--- src/router_pkg.sv ---
package router_pkg;
	// ************************************************************
	// Serial timing
	// ************************************************************
	localparam int CLK_HZ = 250_000_000;
	localparam int BAUD_RATE = 38_400;
	localparam int BIT_CYC = CLK_HZ / BAUD_RATE;
	localparam int CNT_W = 16;
	// ************************************************************
	// Characters and message layout
	// ************************************************************
	localparam logic [7:0] CH_T = 8'h54;
	localparam logic [7:0] CH_M = 8'h4D;
	localparam logic [7:0] CH_C = 8'h43;
	localparam logic [7:0] CH_S = 8'h53;
	localparam logic [7:0] CH_CR = 8'h0D;
	localparam logic [7:0] CH_ONE = 8'h31;
	localparam logic [7:0] CH_EIGHT = 8'h38;
	localparam int NUM_BUS = 8;
	localparam int MSG_LEN = 11;
	localparam logic [3:0] MSG_LAST = 4'hA;
	localparam logic [3:0] MSG_MON_IDX = 4'h9;
	// ************************************************************
	// Register map
	// ************************************************************
	localparam int AXI_AW = 4;
	localparam logic [3:0] OFS_CTRL = 4'h0;
	localparam logic [3:0] OFS_ROUTE = 4'h4;
	localparam logic [3:0] OFS_MON = 4'h8;
	localparam logic [3:0] OFS_STAT = 4'hC;
	localparam int CTRL_EN_BIT = 0;
	localparam logic CTRL_EN_RST = 1'b1;
	localparam int MON_OVL_LSB = 4;
	localparam int STAT_BAD_LSB = 8;
	localparam int STAT_PEND_LSB = 16;
	localparam logic [1:0] RESP_OKAY = 2'h0;
	localparam logic [1:0] RESP_SLVERR = 2'h2;
	// ************************************************************
	// Types
	// ************************************************************
	typedef enum logic [5:0] {
		OVL_NONE = 6'h01,
		OVL_SRC = 6'h02,
		OVL_DST = 6'h04,
		OVL_BOTH = 6'h08,
		OVL_MATRIX = 6'h10,
		OVL_XY = 6'h20
	} ovl_t;
	typedef enum logic [3:0] {
		SER_IDLE = 4'h1,
		SER_START = 4'h2,
		SER_DATA = 4'h4,
		SER_STOP = 4'h8
	} ser_st_t;
	typedef struct packed {
		ovl_t ovl;
		logic [2:0] mon;
		logic [NUM_BUS-1:0][2:0] src;
	} route_t;
	localparam route_t ROUTE_RST = '{ovl: OVL_NONE, mon: 3'h0, src: 24'h000000};
endpackage

--- src/ascii_router_command_parser.sv ---
`timescale 1ns/10ps
// Notes on behaviour
// - Serial framing is 38.4 kbaud, one start bit, one stop bit, no parity.
// - Commands and replies are ASCII lines ended by a carriage return.
// - T, source digit, destination digit routes that source to that bus.
// - Source and destination digits must lie between one and eight.
// - T, M, bus digit selects the bus shown on the monitor output.
// - The overlay cycle command steps the overlay mode and wraps after the last.
// - Overlay order is none, source, destination, both, matrix, X-Y.
// - Every command received while the control enable bit is set is answered by one S, nine digits, carriage return message.
// - Status digits are the sources of buses one to eight, then the monitor bus.
// - Only bus one steers the physical output selection.
module ascii_router_command_parser #(
	parameter int BIT_CYCLES = router_pkg::BIT_CYC // Clock cycles per serial bit.
) (
	input wire logic mclk, // Device clock.
	input wire logic rst_b, // Asynchronous reset.
	input wire logic serial_rx, // Serial command line in.
	output logic serial_tx, // Serial status line out.
	output logic [2:0] out_sel, // Source driving the physical output.
	output logic [2:0] mon_sel, // Bus shown on the monitor.
	output router_pkg::ovl_t ovl_mode, // Monitor text overlay mode.
	input wire logic [router_pkg::AXI_AW-1:0] s_axi_awaddr, // Write address.
	input wire logic s_axi_awvalid, // Write address valid.
	output logic s_axi_awready, // Write address ready.
	input wire logic [31:0] s_axi_wdata, // Write data.
	input wire logic [3:0] s_axi_wstrb, // Write byte enables.
	input wire logic s_axi_wvalid, // Write data valid.
	output logic s_axi_wready, // Write data ready.
	output logic [1:0] s_axi_bresp, // Write response.
	output logic s_axi_bvalid, // Write response valid.
	input wire logic s_axi_bready, // Write response ready.
	input wire logic [router_pkg::AXI_AW-1:0] s_axi_araddr, // Read address.
	input wire logic s_axi_arvalid, // Read address valid.
	output logic s_axi_arready, // Read address ready.
	output logic [31:0] s_axi_rdata, // Read data.
	output logic [1:0] s_axi_rresp, // Read response.
	output logic s_axi_rvalid, // Read data valid.
	input wire logic s_axi_rready // Read data ready.
);
	localparam logic [15:0] BIT_LAST = 16'(BIT_CYCLES - 1);
	localparam logic [15:0] HALF_LAST = 16'(BIT_CYCLES / 2 - 1);

	function automatic logic is_dig(input logic [7:0] c);
		is_dig = (c >= router_pkg::CH_ONE) && (c <= router_pkg::CH_EIGHT);
	endfunction

	function automatic logic [2:0] dig_val(input logic [7:0] c);
		logic [7:0] d;
		d = c - router_pkg::CH_ONE;
		dig_val = d[2:0];
	endfunction

	// ************************************************************
	// Receiver
	// ************************************************************
	router_pkg::ser_st_t rx_st_ff, nxt_rx_st;
	logic [15:0] rx_cnt_ff, nxt_rx_cnt;
	logic [2:0] rx_bit_ff, nxt_rx_bit;
	logic [7:0] rx_sh_ff, nxt_rx_sh;
	logic rx_vld_ff, nxt_rx_vld;
	logic rx_ferr_ff, nxt_rx_ferr;

	always_comb begin
		nxt_rx_st = rx_st_ff;
		nxt_rx_cnt = rx_cnt_ff + 16'h0001;
		nxt_rx_bit = rx_bit_ff;
		nxt_rx_sh = rx_sh_ff;
		nxt_rx_vld = 1'b0;
		nxt_rx_ferr = rx_ferr_ff;
		case (rx_st_ff)
			router_pkg::SER_IDLE: begin
				nxt_rx_cnt = 16'h0000;
				if (!serial_rx) begin
					nxt_rx_st = router_pkg::SER_START;
				end
			end
			router_pkg::SER_START: begin
				if (rx_cnt_ff == HALF_LAST) begin
					nxt_rx_cnt = 16'h0000;
					nxt_rx_bit = 3'h0;
					nxt_rx_st = serial_rx ? router_pkg::SER_IDLE : router_pkg::SER_DATA;
				end
			end
			router_pkg::SER_DATA: begin
				if (rx_cnt_ff == BIT_LAST) begin
					nxt_rx_cnt = 16'h0000;
					nxt_rx_sh = {serial_rx, rx_sh_ff[7:1]};
					nxt_rx_bit = rx_bit_ff + 3'h1;
					if (rx_bit_ff == 3'h7) begin
						nxt_rx_st = router_pkg::SER_STOP;
					end
				end
			end
			router_pkg::SER_STOP: begin
				if (rx_cnt_ff == BIT_LAST) begin
					nxt_rx_st = router_pkg::SER_IDLE;
					nxt_rx_vld = 1'b1;
					nxt_rx_ferr = !serial_rx;
				end
			end
			default: nxt_rx_st = router_pkg::SER_IDLE;
		endcase
	end

	always_ff @(posedge mclk or negedge rst_b) begin
		if (!rst_b) begin
			rx_st_ff <= router_pkg::SER_IDLE;
			rx_cnt_ff <= 16'h0000;
			rx_bit_ff <= 3'h0;
			rx_sh_ff <= 8'h00;
			rx_vld_ff <= 1'b0;
			rx_ferr_ff <= 1'b0;
		end else begin
			rx_st_ff <= nxt_rx_st;
			rx_cnt_ff <= nxt_rx_cnt;
			rx_bit_ff <= nxt_rx_bit;
			rx_sh_ff <= nxt_rx_sh;
			rx_vld_ff <= nxt_rx_vld;
			rx_ferr_ff <= nxt_rx_ferr;
		end
	end

	// ************************************************************
	// Command parser
	// ************************************************************
	logic ctrl_en_ff;
	router_pkg::route_t route_ff, nxt_route;
	logic [2:0][7:0] buf_ff, nxt_buf;
	logic [1:0] len_ff, nxt_len;
	logic bad_ff, nxt_bad;
	logic done_ff, nxt_done;
	logic [7:0] good_cnt_ff, nxt_good_cnt;
	logic [7:0] bad_cnt_ff, nxt_bad_cnt;
	logic is_xp, is_mon, is_ovl;

	// Digits must be one to eight.
	assign is_xp = !bad_ff && len_ff == 2'h3 && buf_ff[0] == router_pkg::CH_T && is_dig(buf_ff[1])
		&& is_dig(buf_ff[2]);
	assign is_mon = !bad_ff && len_ff == 2'h3 && buf_ff[0] == router_pkg::CH_T
		&& buf_ff[1] == router_pkg::CH_M && is_dig(buf_ff[2]);
	assign is_ovl = !bad_ff && len_ff == 2'h2 && buf_ff[0] == router_pkg::CH_M
		&& buf_ff[1] == router_pkg::CH_C;

	always_comb begin
		nxt_route = route_ff;
		nxt_buf = buf_ff;
		nxt_len = len_ff;
		nxt_bad = bad_ff;
		nxt_done = 1'b0;
		nxt_good_cnt = good_cnt_ff;
		nxt_bad_cnt = bad_cnt_ff;
		if (rx_vld_ff && ctrl_en_ff) begin
			if (rx_ferr_ff) begin
				nxt_bad = 1'b1;
			end else if (rx_sh_ff == router_pkg::CH_CR) begin
				nxt_len = 2'h0;
				nxt_bad = 1'b0;
				if (len_ff != 2'h0 || bad_ff) begin
					nxt_done = 1'b1;
					if (is_xp || is_mon || is_ovl) begin
						nxt_good_cnt = good_cnt_ff + 8'h01;
					end else begin
						nxt_bad_cnt = bad_cnt_ff + 8'h01;
					end
					if (is_xp) begin
						nxt_route.src[dig_val(buf_ff[2])] = dig_val(buf_ff[1]);
					end
					if (is_mon) begin
						nxt_route.mon = dig_val(buf_ff[2]);
					end
					if (is_ovl) begin
						nxt_route.ovl = ovl_next(route_ff.ovl);
					end
				end
			end else if (len_ff == 2'h3) begin
				nxt_bad = 1'b1;
			end else begin
				nxt_buf[len_ff] = rx_sh_ff;
				nxt_len = len_ff + 2'h1;
			end
		end
	end

	function automatic router_pkg::ovl_t ovl_next(input router_pkg::ovl_t m);
		case (m)
			router_pkg::OVL_NONE: ovl_next = router_pkg::OVL_SRC;
			router_pkg::OVL_SRC: ovl_next = router_pkg::OVL_DST;
			router_pkg::OVL_DST: ovl_next = router_pkg::OVL_BOTH;
			router_pkg::OVL_BOTH: ovl_next = router_pkg::OVL_MATRIX;
			router_pkg::OVL_MATRIX: ovl_next = router_pkg::OVL_XY;
			default: ovl_next = router_pkg::OVL_NONE;
		endcase
	endfunction

	always_ff @(posedge mclk or negedge rst_b) begin
		if (!rst_b) begin
			route_ff <= router_pkg::ROUTE_RST;
			buf_ff <= 24'h000000;
			len_ff <= 2'h0;
			bad_ff <= 1'b0;
			done_ff <= 1'b0;
			good_cnt_ff <= 8'h00;
			bad_cnt_ff <= 8'h00;
		end else begin
			route_ff <= nxt_route;
			buf_ff <= nxt_buf;
			len_ff <= nxt_len;
			bad_ff <= nxt_bad;
			done_ff <= nxt_done;
			good_cnt_ff <= nxt_good_cnt;
			bad_cnt_ff <= nxt_bad_cnt;
		end
	end

	// Only bus one reaches the crosspoint.
	assign out_sel = route_ff.src[0];
	assign mon_sel = route_ff.mon;
	assign ovl_mode = route_ff.ovl;

	// ************************************************************
	// Status transmitter
	// ************************************************************
	logic [7:0] msg_char [router_pkg::MSG_LEN];
	router_pkg::ser_st_t tx_st_ff, nxt_tx_st;
	logic [15:0] tx_cnt_ff, nxt_tx_cnt;
	logic [2:0] tx_bit_ff, nxt_tx_bit;
	logic [7:0] tx_sh_ff, nxt_tx_sh;
	logic [3:0] tx_idx_ff, nxt_tx_idx;
	logic tx_line_ff, nxt_tx_line;
	logic [7:0] pend_ff, nxt_pend;
	logic take;

	// Bus sources in order, then the monitor bus.
	assign msg_char[0] = router_pkg::CH_S;
	assign msg_char[router_pkg::MSG_MON_IDX] = router_pkg::CH_ONE + {5'h00, route_ff.mon};
	assign msg_char[router_pkg::MSG_LAST] = router_pkg::CH_CR;
	for (genvar i = 0; i < router_pkg::NUM_BUS; i++) begin : g_dig
		assign msg_char[i+1] = router_pkg::CH_ONE + {5'h00, route_ff.src[i]};
	end

	// The message reads live state per character, so a command taken mid-message shows in later digits.
	always_comb begin
		nxt_tx_st = tx_st_ff;
		nxt_tx_cnt = tx_cnt_ff + 16'h0001;
		nxt_tx_bit = tx_bit_ff;
		nxt_tx_sh = tx_sh_ff;
		nxt_tx_idx = tx_idx_ff;
		nxt_tx_line = tx_line_ff;
		take = 1'b0;
		case (tx_st_ff)
			router_pkg::SER_IDLE: begin
				nxt_tx_cnt = 16'h0000;
				nxt_tx_line = 1'b1;
				if (pend_ff != 8'h00) begin
					take = 1'b1;
					nxt_tx_idx = 4'h0;
					nxt_tx_sh = msg_char[0];
					nxt_tx_line = 1'b0;
					nxt_tx_st = router_pkg::SER_START;
				end
			end
			router_pkg::SER_START: begin
				if (tx_cnt_ff == BIT_LAST) begin
					nxt_tx_cnt = 16'h0000;
					nxt_tx_bit = 3'h0;
					nxt_tx_line = tx_sh_ff[0];
					nxt_tx_st = router_pkg::SER_DATA;
				end
			end
			router_pkg::SER_DATA: begin
				if (tx_cnt_ff == BIT_LAST) begin
					nxt_tx_cnt = 16'h0000;
					nxt_tx_sh = {1'b0, tx_sh_ff[7:1]};
					nxt_tx_line = tx_sh_ff[1];
					nxt_tx_bit = tx_bit_ff + 3'h1;
					if (tx_bit_ff == 3'h7) begin
						nxt_tx_line = 1'b1;
						nxt_tx_st = router_pkg::SER_STOP;
					end
				end
			end
			router_pkg::SER_STOP: begin
				if (tx_cnt_ff == BIT_LAST) begin
					nxt_tx_cnt = 16'h0000;
					if (tx_idx_ff == router_pkg::MSG_LAST) begin
						nxt_tx_st = router_pkg::SER_IDLE;
					end else begin
						nxt_tx_idx = tx_idx_ff + 4'h1;
						nxt_tx_sh = msg_char[tx_idx_ff + 4'h1];
						nxt_tx_line = 1'b0;
						nxt_tx_st = router_pkg::SER_START;
					end
				end
			end
			default: nxt_tx_st = router_pkg::SER_IDLE;
		endcase
		nxt_pend = pend_ff;
		if (done_ff && !take && pend_ff != 8'hFF) begin
			nxt_pend = pend_ff + 8'h01;
		end else if (!done_ff && take) begin
			nxt_pend = pend_ff - 8'h01;
		end
	end

	always_ff @(posedge mclk or negedge rst_b) begin
		if (!rst_b) begin
			tx_st_ff <= router_pkg::SER_IDLE;
			tx_cnt_ff <= 16'h0000;
			tx_bit_ff <= 3'h0;
			tx_sh_ff <= 8'h00;
			tx_idx_ff <= 4'h0;
			tx_line_ff <= 1'b1;
			pend_ff <= 8'h00;
		end else begin
			tx_st_ff <= nxt_tx_st;
			tx_cnt_ff <= nxt_tx_cnt;
			tx_bit_ff <= nxt_tx_bit;
			tx_sh_ff <= nxt_tx_sh;
			tx_idx_ff <= nxt_tx_idx;
			tx_line_ff <= nxt_tx_line;
			pend_ff <= nxt_pend;
		end
	end

	assign serial_tx = tx_line_ff;

	// ************************************************************
	// AXI4-Lite slave
	// ************************************************************
	logic aw_hold_ff, nxt_aw_hold, w_hold_ff, nxt_w_hold;
	logic [3:0] awaddr_ff, nxt_awaddr;
	logic [31:0] wdata_ff, nxt_wdata;
	logic [3:0] wstrb_ff, nxt_wstrb;
	logic bvalid_ff, nxt_bvalid, rvalid_ff, nxt_rvalid;
	logic [1:0] bresp_ff, nxt_bresp, rresp_ff, nxt_rresp;
	logic [31:0] rdata_ff, nxt_rdata;
	logic nxt_ctrl_en;

	assign s_axi_awready = !aw_hold_ff && !bvalid_ff;
	assign s_axi_wready = !w_hold_ff && !bvalid_ff;
	assign s_axi_arready = !rvalid_ff;

	always_comb begin
		nxt_aw_hold = aw_hold_ff;
		nxt_w_hold = w_hold_ff;
		nxt_awaddr = awaddr_ff;
		nxt_wdata = wdata_ff;
		nxt_wstrb = wstrb_ff;
		nxt_bvalid = bvalid_ff && !s_axi_bready;
		nxt_bresp = bresp_ff;
		nxt_rvalid = rvalid_ff && !s_axi_rready;
		nxt_rresp = rresp_ff;
		nxt_rdata = rdata_ff;
		nxt_ctrl_en = ctrl_en_ff;
		if (s_axi_awvalid && s_axi_awready) begin
			nxt_aw_hold = 1'b1;
			nxt_awaddr = s_axi_awaddr;
		end
		if (s_axi_wvalid && s_axi_wready) begin
			nxt_w_hold = 1'b1;
			nxt_wdata = s_axi_wdata;
			nxt_wstrb = s_axi_wstrb;
		end
		if (aw_hold_ff && w_hold_ff) begin
			nxt_aw_hold = 1'b0;
			nxt_w_hold = 1'b0;
			nxt_bvalid = 1'b1;
			nxt_bresp = router_pkg::RESP_OKAY;
			if (awaddr_ff == router_pkg::OFS_CTRL) begin
				if (wstrb_ff[0]) begin
					nxt_ctrl_en = wdata_ff[router_pkg::CTRL_EN_BIT];
				end
			end else if (awaddr_ff != router_pkg::OFS_ROUTE && awaddr_ff != router_pkg::OFS_MON
				&& awaddr_ff != router_pkg::OFS_STAT) begin
				nxt_bresp = router_pkg::RESP_SLVERR;
			end
		end
		if (s_axi_arvalid && s_axi_arready) begin
			nxt_rvalid = 1'b1;
			nxt_rresp = router_pkg::RESP_OKAY;
			if (s_axi_araddr == router_pkg::OFS_CTRL) begin
				nxt_rdata = 32'(ctrl_en_ff) << router_pkg::CTRL_EN_BIT;
			end else if (s_axi_araddr == router_pkg::OFS_ROUTE) begin
				nxt_rdata = {8'h00, route_ff.src};
			end else if (s_axi_araddr == router_pkg::OFS_MON) begin
				nxt_rdata = (32'(route_ff.ovl) << router_pkg::MON_OVL_LSB) | 32'(route_ff.mon);
			end else if (s_axi_araddr == router_pkg::OFS_STAT) begin
				nxt_rdata = (32'(pend_ff) << router_pkg::STAT_PEND_LSB)
					| (32'(bad_cnt_ff) << router_pkg::STAT_BAD_LSB) | 32'(good_cnt_ff);
			end else begin
				nxt_rdata = 32'h00000000;
				nxt_rresp = router_pkg::RESP_SLVERR;
			end
		end
	end

	always_ff @(posedge mclk or negedge rst_b) begin
		if (!rst_b) begin
			aw_hold_ff <= 1'b0;
			w_hold_ff <= 1'b0;
			awaddr_ff <= 4'h0;
			wdata_ff <= 32'h00000000;
			wstrb_ff <= 4'h0;
			bvalid_ff <= 1'b0;
			bresp_ff <= 2'h0;
			rvalid_ff <= 1'b0;
			rresp_ff <= 2'h0;
			rdata_ff <= 32'h00000000;
			ctrl_en_ff <= router_pkg::CTRL_EN_RST;
		end else begin
			aw_hold_ff <= nxt_aw_hold;
			w_hold_ff <= nxt_w_hold;
			awaddr_ff <= nxt_awaddr;
			wdata_ff <= nxt_wdata;
			wstrb_ff <= nxt_wstrb;
			bvalid_ff <= nxt_bvalid;
			bresp_ff <= nxt_bresp;
			rvalid_ff <= nxt_rvalid;
			rresp_ff <= nxt_rresp;
			rdata_ff <= nxt_rdata;
			ctrl_en_ff <= nxt_ctrl_en;
		end
	end

	assign s_axi_bvalid = bvalid_ff;
	assign s_axi_bresp = bresp_ff;
	assign s_axi_rvalid = rvalid_ff;
	assign s_axi_rresp = rresp_ff;
	assign s_axi_rdata = rdata_ff;
endmodule

--- config.mk ---
export PLATFORM = sky130hd
export DESIGN_NAME = ascii_router_command_parser
export DESIGN_NICKNAME = d
export VERILOG_FILES = /design/src/router_pkg.sv /design/src/ascii_router_command_parser.sv
export SDC_FILE = /design/constraint.sdc
export NUM_CORES = 1
export LEC_CHECK = 0
export BUFFER_PORTS_ARGS = -buffer_cell sky130_fd_sc_hd__buf_2
export CAP_MARGIN = 5
export CORE_MARGIN = 4
export CORE_UTILIZATION = 60
export DETAILED_ROUTE_END_ITERATION = 8
export PLACE_DENSITY = 0.77
export SLEW_MARGIN = 20
export SYNTH_ARGS = -nofsm -noshare
export SYNTH_HDL_FRONTEND = slang
export SYNTH_SLANG_ARGS = --single-unit
--- constraint.sdc ---
create_clock -name mclk -period 3.6 [get_ports mclk]
set_input_delay 1.08 -clock mclk [delete_from_list [all_inputs] [get_ports mclk]]
set_output_delay 1.08 -clock mclk [all_outputs]
set_load 0.005 [all_outputs]
==> results of run 1 <==
## final timing paths
kind,slack (ps),depth (start not counted),from,end
max,290,9,tx_st_ff[0],pend_ff[6]
min,470,2,s_axi_rdata[12],s_axi_rdata[12]
max reg2reg,290,9,tx_st_ff[0],pend_ff[6]
min reg2reg,470,2,s_axi_rdata[12],s_axi_rdata[12]
max in group asynchronous,2120,2,rst_b,out_sel[2]
min in group asynchronous,630,1,rst_b,s_axi_rdata[12]
## metal layers
| layer | vias up | track usage | share of wire |
|---|---|---|---|
| met5 | - | 0 | 0 |
| li1 | 3576 | - | - |
| met4 | 0 | 0.0700 | 0.016 |
| met3 | 31 | 0.0369 | 0.034 |
| met1 | 3588 | 0.310 | 0.46 |
| met2 | 149 | 0.357 | 0.49 |
## cells in the mapped netlist (all sizes together), types with 3 or more instances
cell type and instances:
a2111oi 4, a21o 3, a21oi 21, a22o 10, a22oi 8, a31oi 7, and2 7, and3 9
and4 8, buf 33, clkbuf 24, dfrtp 185, dfstp 5, ha 41, inv 48, mux2 71
mux2i 34, mux4 5, nand2 70, nand2b 5, nand3 24, nand4 22, nand4b 5, nor2 74
nor2b 8, nor3 21, nor3b 4, nor4 13, nor4b 6, o2111ai 5, o211ai 10, o21a 4
o21ai 44, o31ai 18, or2 3, or3 4, or4 6, or4b 5, xnor2 24, xor2 37
## kinds of logic after synthesis
logic type,count (synthesis),synth area share
AND/OR/NAND/NOR,304,0.158
flip-flops,190,0.462
AO/OA/AOI/OAI,155,0.105
multiplexers,110,0.121
buffers and inverters,106,0.0504
XOR/XNOR,61,0.0518
adder cells (fa/ha/maj),42,0.0517
other,1,0.000364
## registers in the layout, indices dropped and copies added (netlist names), 6 cells and up
| name | cells |
|---|---|
| s_axi_rdata | 24 |
| ovl_mode | 6 |
| buf_ff | 24 |
| bad_cnt_ff | 8 |
| route_ff | 21 |
| good_cnt_ff | 8 |
| tx_sh_ff | 7 |
| tx_cnt_ff | 16 |
| rx_cnt_ff | 16 |
| rx_sh_ff | 8 |
| pend_ff | 8 |
## metrics by stage
stage | total power (uW) | setup slack, ps
global placement | 2520 | 357
finish | 4310 | 286
global route | 4490 | 78.1
detailed placement | 2520 | 287
CTS | 4360 | 291
floorplan | 2410 | 562
## final cells by class
| class | count | area share |
|---|---|---|
| Inverter | 49 | 0.0162 |
| Timing Repair Buffer | 78 | 0.0401 |
| Tap cell | 220 | 0.0243 |
| Sequential cell | 190 | 0.420 |
| Clock inverter | 12 | 0.0108 |
| Multi-Input combinational cell | 682 | 0.448 |
| Clock buffer | 20 | 0.0403 |
## worst max-delay path, delay by kind of cell, from the launching register on
family | cells | cell delay (ps)
multiplexers | 1 | 290
flip-flops | 1 | 610
AND/OR/NAND/NOR | 3 | 1000
AO/OA/AOI/OAI | 4 | 900
adder cells (fa/ha/maj) | 1 | 420
## where the power goes
group          internal (uW)  switching [uW]
Sequential              2200            44.8
Clock                    958             878
Combinational           97.8             134
Total                   3260            1060
==> flow_results.org, run 1 <==
** Synth
- Ys Warns :: 0
- In the synthesized netlist the async set-or-reset flop fraction comes to 1.00.
- In this run, synthesis inferred 0 flip-flops with an integrated enable.
- Number of cells produced by synthesis :: approximately 970
- The biggest area contributor in the post-synthesis netlist is sky130_fd_sc_hd__dfrtp_1.
- Share of the synthesized area in the top cell type :: 0.449
- Synth cell types :: 80
- Synthesis inferred 190 register bits.
- A synthesized cell averages between 10 and 15 um2.
- Proportion of synthesized chip area in sequential cells :: 0.462
- In the synthesized netlist the dominant register cell turns out to be sky130_fd_sc_hd__dfrtp_1.
- Top area cells in the synthesized netlist :: sky130_fd_sc_hd__dfrtp_1, sky130_fd_sc_hd__mux2_2, sky130_fd_sc_hd__ha_1
- The cell area that synthesis handed to floorplanning was 0.0103 mm2.

** Clock tree
- CTS built an H-tree with a depth of 4.
- Post-CTS setup repair buffer count :: 0
- The number of hold buffers added after CTS was 0.
- Maximum clock insertion buffer count :: 2
- Clock latency on the worst-skew pair, taken at its later pin, is approximately 440 ps.
- Register clock-pin slew on the reported worst setup and hold paths :: 70 ps
- CTS saw 190 sinks.
- Number of buffers created by CTS :: 17
- TritonCTS clock tree :: yes
- The root buffer cell chosen for the clock tree is sky130_fd_sc_hd__clkbuf_16.
- Post_cts resized :: 0

** Timing
- Final setup fails :: 0
- Final Max Tran Viols :: 0
- Setup repair after global routing left no endpoint under its margin.
- Count of final hold-check violations :: 0
- The tightest hold path in the finished design has a slack of ~470 ps.
- Setup TNS :: 0 ps
- Highest achievable clock rate :: between 0.3 and 0.4 GHz
- Ratio of final minimum period to clock period :: 0.921
- Worst slew pin tran :: around 860 ps
- Min Clock Period, post-route :: between 3000 and 4000 ps
- Tightest slew margin relative to the limit :: 0.428
- Final setup skew :: 11.3 ps

** Run status
- Run status :: finished, final reports clean

** Power and ir drop
- Largest vdd supply drop :: between 0.3 and 0.4 mV
- In this run the power density over the cells is approximately 380 mW/mm2.
- Summed over all cells, the static leakage comes to around 0.0055 uW.

** Routing
- After detailed routing, the number of vias per cell comes to around 5.9.
- For this run, the detailed router's first-pass iteration total came to 5.
- Total detailed-routing wirelength :: about 21000 um
- For this run, design rule violations remaining after detail routing come to 0.
- Detailed routing inserted a total of between 7000 and 8000 vias.
- For this block, the initial DRC count from the detailed router was roughly 550.
- Final ANT Viol Nets :: 0
- After detailed routing, the average wire length per cell comes to 16.7 um.

** Setup path
- WP data required :: 3920 ps
- Kind of start point of the critical path :: flop
- Slowest cell delay on critical path :: just under 700 ps
- For the worst setup path, the data arrival time is 3630 ps.
- Type of destination of the critical path :: flop
- Crit-path slowest cell :: sky130_fd_sc_hd__or4b_2
- Category of the most critical setup path :: flop to flop
- The critical path goes through or4b_2, a21oi_1, nor2_1, fa_1, nand2b_1, a21boi_0, o21a_1, o311ai_0, mux2_2.
- In this run the worst path has a maximum fanout of 9.

** Final layout
- Area of the multi-input gates :: 0.00507 mm2
- Number of filler instances in the final layout :: about 1300
- Of the cells placed in the final design, the portion with a size suffix greater than 1 is 0.200.
- Summing all non-filler instances in the final layout gives an area of between 0.01 and 0.015 mm2.
- Most common library cell in the layout ignoring fill and taps :: sky130_fd_sc_hd__dfrtp_1
- Once layout is complete, the utilization of the core stands at 0.678.
- Layout area overhead :: 9.83%
- Top library cells by usage in the layout, fill and taps aside :: sky130_fd_sc_hd__dfrtp_1, sky130_fd_sc_hd__nor2_1, sky130_fd_sc_hd__mux2_2
- At the end of the flow, the number of nets in the layout was about 1100.
- The number of antenna diodes in the final layout is 0.
- Finished Layout Cells :: around 1300
- Registers take ~0.0048 mm2.

** Global routing
- The via count of the first global-routing pass came to 7227.
- The initial antenna violation count came to 0.
- The total overflow left after global routing is 0.
- Entering global routing, the biggest net connects 72 pins.
- Overall routing resource usage :: 0.221
- Global-route wire length before repair :: around 35000 um

** Job
- Across the run, the number of max-cap violations was 0.

** Placed design
- Counting tap cells, the placed design contains a total of between 1000 and 1500 instances.
- Routability-driven placement finished with a final weighted congestion of 0.877.
- Summing all placed instances gives a cell area of roughly 0.011 mm2.
- Post-detail-place hpwl :: between 15000 and 20000 um
- Port-buffer cells :: 61

** Die
- Total core area :: 0.0167 mm2
- For this configuration, the core starts out at a cell density of 0.617.
- Vertical extent of the die :: approximately 140 um
- In this run the horizontal extent of the chip is approximately 140 um.
- ~110 I/O pins were placed.
- Overall die area :: just under 0.02 mm2
- Row count :: 47

** Hold path
- The worst hold path belongs to the class flop to flop.
Power figures use the tool's default switching activity.
==> run 2: changes to the inputs <==
--- a/config.mk
+++ b/config.mk
@@ -7,6 +7,7 @@
 export LEC_CHECK = 0
 export BUFFER_PORTS_ARGS = -buffer_cell sky130_fd_sc_hd__buf_2
 export CAP_MARGIN = 5
+export CORE_ASPECT_RATIO = 0.5
 export CORE_MARGIN = 4
 export CORE_UTILIZATION = 60
 export DETAILED_ROUTE_END_ITERATION = 8
==> flow_results.org, run 2 (synthesized netlist as in run 1, its figures left out) <==
** Run status
- The flow ran to the end, and the final reports show no timing, DRC or antenna violations.

** Final layout
- # nets final :: 1107
- The finished layout holds around 1300 standard cells, fillers aside.
- Across the whole layout, storage elements account for about 0.0048 mm2.
- Relative to the synthesized area, the layout overhead comes to 10.0%.
- The repair_antennas step left the layout with diodes totalling 0.
- Area of the multi-input gates :: 0.00508 mm2
- In the layout the commonest cells are sky130_fd_sc_hd__dfrtp_1, sky130_fd_sc_hd__nor2_1, sky130_fd_sc_hd__mux2_2.
- The finished cells cover 0.0113 mm2.
- In the final layout, the share of cells above drive strength 1 is 0.198.
- The layout has about 1300 filler cells.
- Most common library cell in the layout ignoring fill and taps :: sky130_fd_sc_hd__dfrtp_1

** Routing
- Across all layers, the routed design uses around 7400 vias.
- Routed length per placed instance :: about 18 um
- DR vias/cell :: 5.92
- Total detailed-routing wirelength :: 21900 um
- Top Metal Used :: met4
- For this block, wires on met1 add up to about 10000 um.
- Detail Route met3 WL :: roughly 820 um
- Final ANT Viol Nets :: 0
- The pre-antenna-repair detailed-routing pass consisted of 5 iterations.
- Number of DRC markers in iteration 0 :: 342
- In the routed design, unresolved DRC markers number 0.
- In the detailed route, the total length drawn on met2 is approximately 11000 um.

** Setup path
- Type of destination of the critical path :: flop
- Arrival time reported for the critical path endpoint :: about 3600 ps
- Measured in cells, the most critical reg-to-reg path has a length of 9.
- Maximum fanout count along the critical path :: 9
- Register-to-register setup slack :: 320 ps
- Count of buffer and inverter cells on the critical path :: 0
- In this design, the stage delay of the slowest critical-path cell is around 620 ps.
- Cell depth of the worst setup path :: 9
- Ordered list of cells on the worst path :: or4b_2, a21oi_1, nor2_1, fa_1, nand2b_1, a21boi_0, o21a_1, o311ai_0, mux2_2
- Crit-path slowest cell :: sky130_fd_sc_hd__dfstp_2
- Kind of start point of the critical path :: flop
- Category of the most critical setup path :: flop to flop
- WP data required :: around 4000 ps
- Kind of cell adding the most delay to the critical path :: compound AO/OA/AOI/OAI gates

** Timing
- Summed over all failing endpoints, the final setup total negative slack is 0 ps.
- Min Clock Period, post-route :: approximately 3300 ps
- Count of final hold-check violations :: 0
- Final setup fails :: 0
- The number of slew-limit violations in the final report was 0.
- Worst slew pin tran :: 843 ps
- The tightest hold path in the finished design has a slack of roughly 480 ps.
- In this run the tightest slew margin relative to its limit is 0.437.
- Setup repair after global routing left no endpoint under its margin.
- In the finished design, the share of the clock period the worst path needs comes to 0.912.
- For the final database, setup skew stands at ~11 ps.
- Highest achievable clock rate :: just over 0.3 GHz

** Placed design
- Area after DPL :: around 0.011 mm2
- Port-buffer cells :: approximately 60
- After detailed placement, the design holds a cell count of ~1200.
- Post-detail-place hpwl :: approximately 16000 um
- Routability-driven placement finished with a final weighted congestion of approximately 0.85.

** Job
- The tool flagged a number of max-cap violations equal to 0.

** Global routing
- The initial antenna violation count was 0.
- Number of global-route vias before repair :: ~7500
- Global-route wire length before repair :: around 37000 um
- Leftover overflow at the end of global routing :: 0
- Entering global routing, the biggest net connects 73 pins.
- Overall routing resource usage :: 0.233

** Clock tree
- In this run the deepest clock path goes through 2 buffers.
- Post-CTS setup repair buffer count :: 0
- Number of buffers inserted for hold repair after clock tree synthesis :: 0
- TritonCTS created 17 clock buffers.
- Clock root buffer :: sky130_fd_sc_hd__clkbuf_16
- Post-CTS repair changed the size of 0 cells.
- TritonCTS clock tree :: yes
- The H-tree generated during clock tree synthesis spans 4 levels.
- The clock net in this run drives a total of 190 sinks.
- Register clock-pin slew on the reported worst setup and hold paths :: roughly 80 ps
- The later pin in the worst-skew pair is clocked with a latency of about 440 ps.

** Die
- The die covers roughly 0.02 mm2.
- Effective utilization at floorplan :: 0.621
- Total core area :: 0.0166 mm2
- Row count :: 33
- roughly 110 I/O pins were placed.
- The die is around 100 um tall.
- Die Span X :: 193 um

** Power and ir drop
- Total leakage power :: around 0.0055 uW
- Power spread over the standard cell area amounts to 392 mW/mm2.
- IR analysis of the VDD net gives a maximum drop of ~0.33 mV.

** Hold path
- The min-delay analysis places its worst path in the category flop to flop.
- Counting instances, the worst hold path has a depth of 2.
==> run 2: cell types whose count changed in the layout (fill, tap and decap cells not counted) <==
cell | previous run | this run
sky130_fd_sc_hd__clkinvlp_4 | 0 | 1
sky130_fd_sc_hd__buf_12 | 1 | 2
sky130_fd_sc_hd__clkbuf_1 | 1 | 0
sky130_fd_sc_hd__clkinv_2 | 0 | 1
sky130_fd_sc_hd__nor4b_2 | 0 | 1
sky130_fd_sc_hd__inv_8 | 4 | 2
sky130_fd_sc_hd__buf_4 | 16 | 10
sky130_fd_sc_hd__nor4b_1 | 6 | 5
sky130_fd_sc_hd__clkbuf_8 | 3 | 2
sky130_fd_sc_hd__bufinv_16 | 0 | 2
==> run 2: metal layers <==
| metal | vias up | track usage |
|---|---|---|
| li1 | 3559 | - |
| met1 | 3699 | 0.302 |
| met2 | 131 | 0.405 |
| met3 | 32 | 0.0464 |
| met4 | 0 | 0.0718 |
| met5 | - | 0 |
==> run 2: final timing paths <==
kind | endpoint | startpoint
worst max-delay path | pend_ff[6] | tx_st_ff[0]
max in group asynchronous | ctrl_en_ff | rst_b
worst min-delay path | s_axi_rdata[11] | s_axi_rdata[11]
min in group asynchronous | pend_ff[4] | rst_b
worst max register to register | pend_ff[6] | tx_st_ff[0]
worst min register to register | s_axi_rdata[11] | s_axi_rdata[11]
==> run 2: tightest hold or removal path, delay by kind of cell, from the launching register on <==
family | cells | cell delay (ps)
simple gates | 1 | 50
flops | 1 | 340
compound gates | 1 | 60
==> run 2: area by class of cell <==
cell class / count / area share
multi-input cells: 682 / 0.448
repair buffers: 73 / 0.0378
clock buffers: 18 / 0.0387
well taps: 227 / 0.0250
inverters: 49 / 0.0162
clock inverters: 14 / 0.0152
flip-flops and latches: 190 / 0.420
==> run 2: per-stage QoR <==
step                       util  total power (uW)  worst slack (ps)
after floorplan               -              2410               562
after global placement    0.646              2520               426
after detailed placement  0.646              2530               388
after CTS                 0.683              4480               354
after global routing      0.684              4600              73.4
final                     0.684              4440               316
==> run 2: where the power goes <==
group	internal, uW	total, uW	switching (uW)
logic	98.7	231	132
registers	2200	2250	47.2
clock network	1070	1960	894
==> run 3: changes to the inputs <==
--- a/config.mk
+++ b/config.mk
@@ -8,7 +8,6 @@
 export BUFFER_PORTS_ARGS = -buffer_cell sky130_fd_sc_hd__buf_2
 export CAP_MARGIN = 5
 export CORE_ASPECT_RATIO = 0.5
-export CORE_MARGIN = 4
 export CORE_UTILIZATION = 60
 export DETAILED_ROUTE_END_ITERATION = 8
 export PLACE_DENSITY = 0.77
==> flow_results.org, run 3 (synthesized netlist as in run 1, its figures left out) <==
** Run status
- Run status :: finished, final reports clean

** Setup path
- The worst setup path is of the flop to flop kind.
- Depth of the most critical reg-to-reg path :: 9
- STA classifies the critical path endpoint as a flop.
- WP data required :: 3920 ps
- Of all nets on the critical path, the largest fanout is 9.
- Kind of start point of the critical path :: flop
- STA puts the critical path data arrival time at around 3700 ps.

** Hold path
- Min-Delay Path Class :: flop to flop
- Along the worst hold path, the cell count comes to 1.

** Clock tree
- Number of buffers created by CTS :: 17
- H-tree depth reported by CTS :: 4
- Clock-pin slew was measured on the worst setup and hold paths at roughly 80 ps.
- Buffers inserted to repair hold after CTS numbered 0.
- Clock latency on the worst-skew pair :: 450 ps
- The tree built by TritonCTS fans out to between 150 and 200 sinks.
- No sink is reached through more buffers than the 2 on the longest clock path.
- The tree is rooted in a sky130_fd_sc_hd__clkbuf_16.
- Post_cts resized :: 0
- TritonCTS built the clock tree.
- Post-CTS setup repair buffer count :: 0

** Timing
- The final hold violation count came to 0.
- The smallest clock period supported by the final layout is computed as between 3000 and 4000 ps.
- Adding up every negative setup slack in the final design gives 0 ps.
- Across all setup checks in the final design, the least slack found is 239 ps.
- The clock arrives with 14.2 ps of skew.
- Of the available clock period, the critical path in the final layout requires 0.934.
- Worst slew pin tran :: approximately 1100 ps
- Setup violations remaining at the end of the flow were counted as 0.
- Tightest slew margin relative to the limit :: 0.278
- Final Max Tran Viols :: 0
- Unrepaired setup endpoints after global routing :: no
- Derived from the worst setup path, the maximum achievable clock frequency is between 0.2 and 0.3 GHz.

** Placed design
- Before CTS, the worst setup slack after placement is 280 ps.
- In this run the tool buffered the top-level ports with slightly above 60 buffer cells.
- The congestion estimate from routability-driven global placement came to 0.915.
- Post-detail-place hpwl :: between 15000 and 20000 um

** Global routing
- For this run, global-route usage on met3 was measured as 0.0401.
- Met2 Resource Use GR :: 0.453
- Global-route wire length before repair :: between 30000 and 40000 um
- Entering global routing, the biggest net connects 64 pins.
- Across every metal layer, demand over resource in global routing totals 0.255.
- Met1 Usage GRT :: 0.328
- Most used routing layer :: met2
- Leftover overflow at the end of global routing :: 0
- The initial antenna violation count came to 0.
- The via count of the first global-routing pass was 7349.

** Power and ir drop
- Dividing total power by cell area gives a power density of 385 mW/mm2.
- Largest vdd supply drop :: 0.324 mV
- Total leakage power :: ~0.0055 uW

** Routing
- The first routing iteration left 471 violations.
- After detailed routing, the average wire length per cell comes to 17.3 um.
- The detail route stage leaves a number of antenna-violating nets equal to 0.
- Total detailed-routing wirelength :: around 22000 um
- Total via count after detailed routing :: 7457
- In the routed design, unresolved DRC markers number 0.
- The first detailed-routing pass ran for 7 iterations.
- DR vias/cell :: between 5 and 6

** Final layout
- After the last flow step, the layout net total stands at 1107.
- Share of post-route cells with drive strength above 1 :: 0.197
- Antenna cell count :: 0
- The library cell used most frequently in the layout, excluding fill and tap cells, is sky130_fd_sc_hd__dfrtp_1.
- Top library cells by usage in the layout, fill and taps aside :: sky130_fd_sc_hd__dfrtp_1, sky130_fd_sc_hd__nor2_1, sky130_fd_sc_hd__mux2_2
- Compared with the post-synthesis result, the final layout area differs by 9.80%.
- Number of filler instances in the final layout :: 1246

** Die
- Die Span X :: between 150 and 200 um
- Row count :: 33
- The initial utilization of the core area, before any placement, comes to 0.621.
- In this run the standard cell core region covers between 0.015 and 0.02 mm2.
- The die is roughly 95 um tall.
- Overall die area :: around 0.018 mm2
- between 100 and 150 I/O pins were placed.

** Job
- The tool flagged a number of max-cap violations equal to 0.
==> run 3: where the power goes <==
part / switching (uW) / total, uW / internal (uW)
Clock: 948 / 1880 / 933
Sequential: 46.8 / 2250 / 2200
Combinational: 132 / 231 / 98.8
==> run 3: worst max-delay path, stage by stage (launching register included) <==
cell                       delay [ps]
sky130_fd_sc_hd__dfstp_2          610
sky130_fd_sc_hd__or4b_2           680
sky130_fd_sc_hd__a21oi_1          310
sky130_fd_sc_hd__nor2_1           150
sky130_fd_sc_hd__fa_1             410
sky130_fd_sc_hd__nand2b_1         160
sky130_fd_sc_hd__a21boi_0         330
sky130_fd_sc_hd__o21a_1           180
sky130_fd_sc_hd__o311ai_0         130
sky130_fd_sc_hd__mux2_2           290
==> run 3: area by class of cell <==
cell class,count,area (um2),share of cell area
Clock inverter,15,168,0.0148
Inverter,49,184,0.0162
Multi-Input combinational cell,682,5070,0.448
Sequential cell,190,4760,0.420
Clock buffer,17,425,0.0376
Timing Repair Buffer,73,429,0.0379
Tap cell,227,284,0.0251
==> run 3: final timing paths <==
kind / start / end / slack [ps]
setup / recovery: tx_st_ff[0] / pend_ff[6] / 240
hold / removal: good_cnt_ff[7] / good_cnt_ff[7] / 480
setup reg to reg: tx_st_ff[0] / pend_ff[6] / 240
hold reg to reg: good_cnt_ff[7] / good_cnt_ff[7] / 480
max in group asynchronous: rst_b / ovl_mode[0] / 2240
min in group asynchronous: rst_b / pend_ff[4] / 580
==> run 3: metrics by stage <==
stage          hold slack (ps)   util  instance area, um2  power [uW]  cells
3_5_place_dp               463  0.646               10700        2530   1221
6_report                   481  0.682               11300        4360   1253
4_1_cts                    477  0.682               11300        4390   1253
3_3_place_gp               455  0.646               10700        2510   1221
2_1_floorplan              441      -               10300        2410    978
5_1_grt                    501  0.682               11300        4510   1253
==> run 3: metal layers <==
layer,part of all wire,wire length [um]
met1,0.46,9860
met2,0.50,10700
met3,0.038,811
met4,0.010,227
met5,0,0
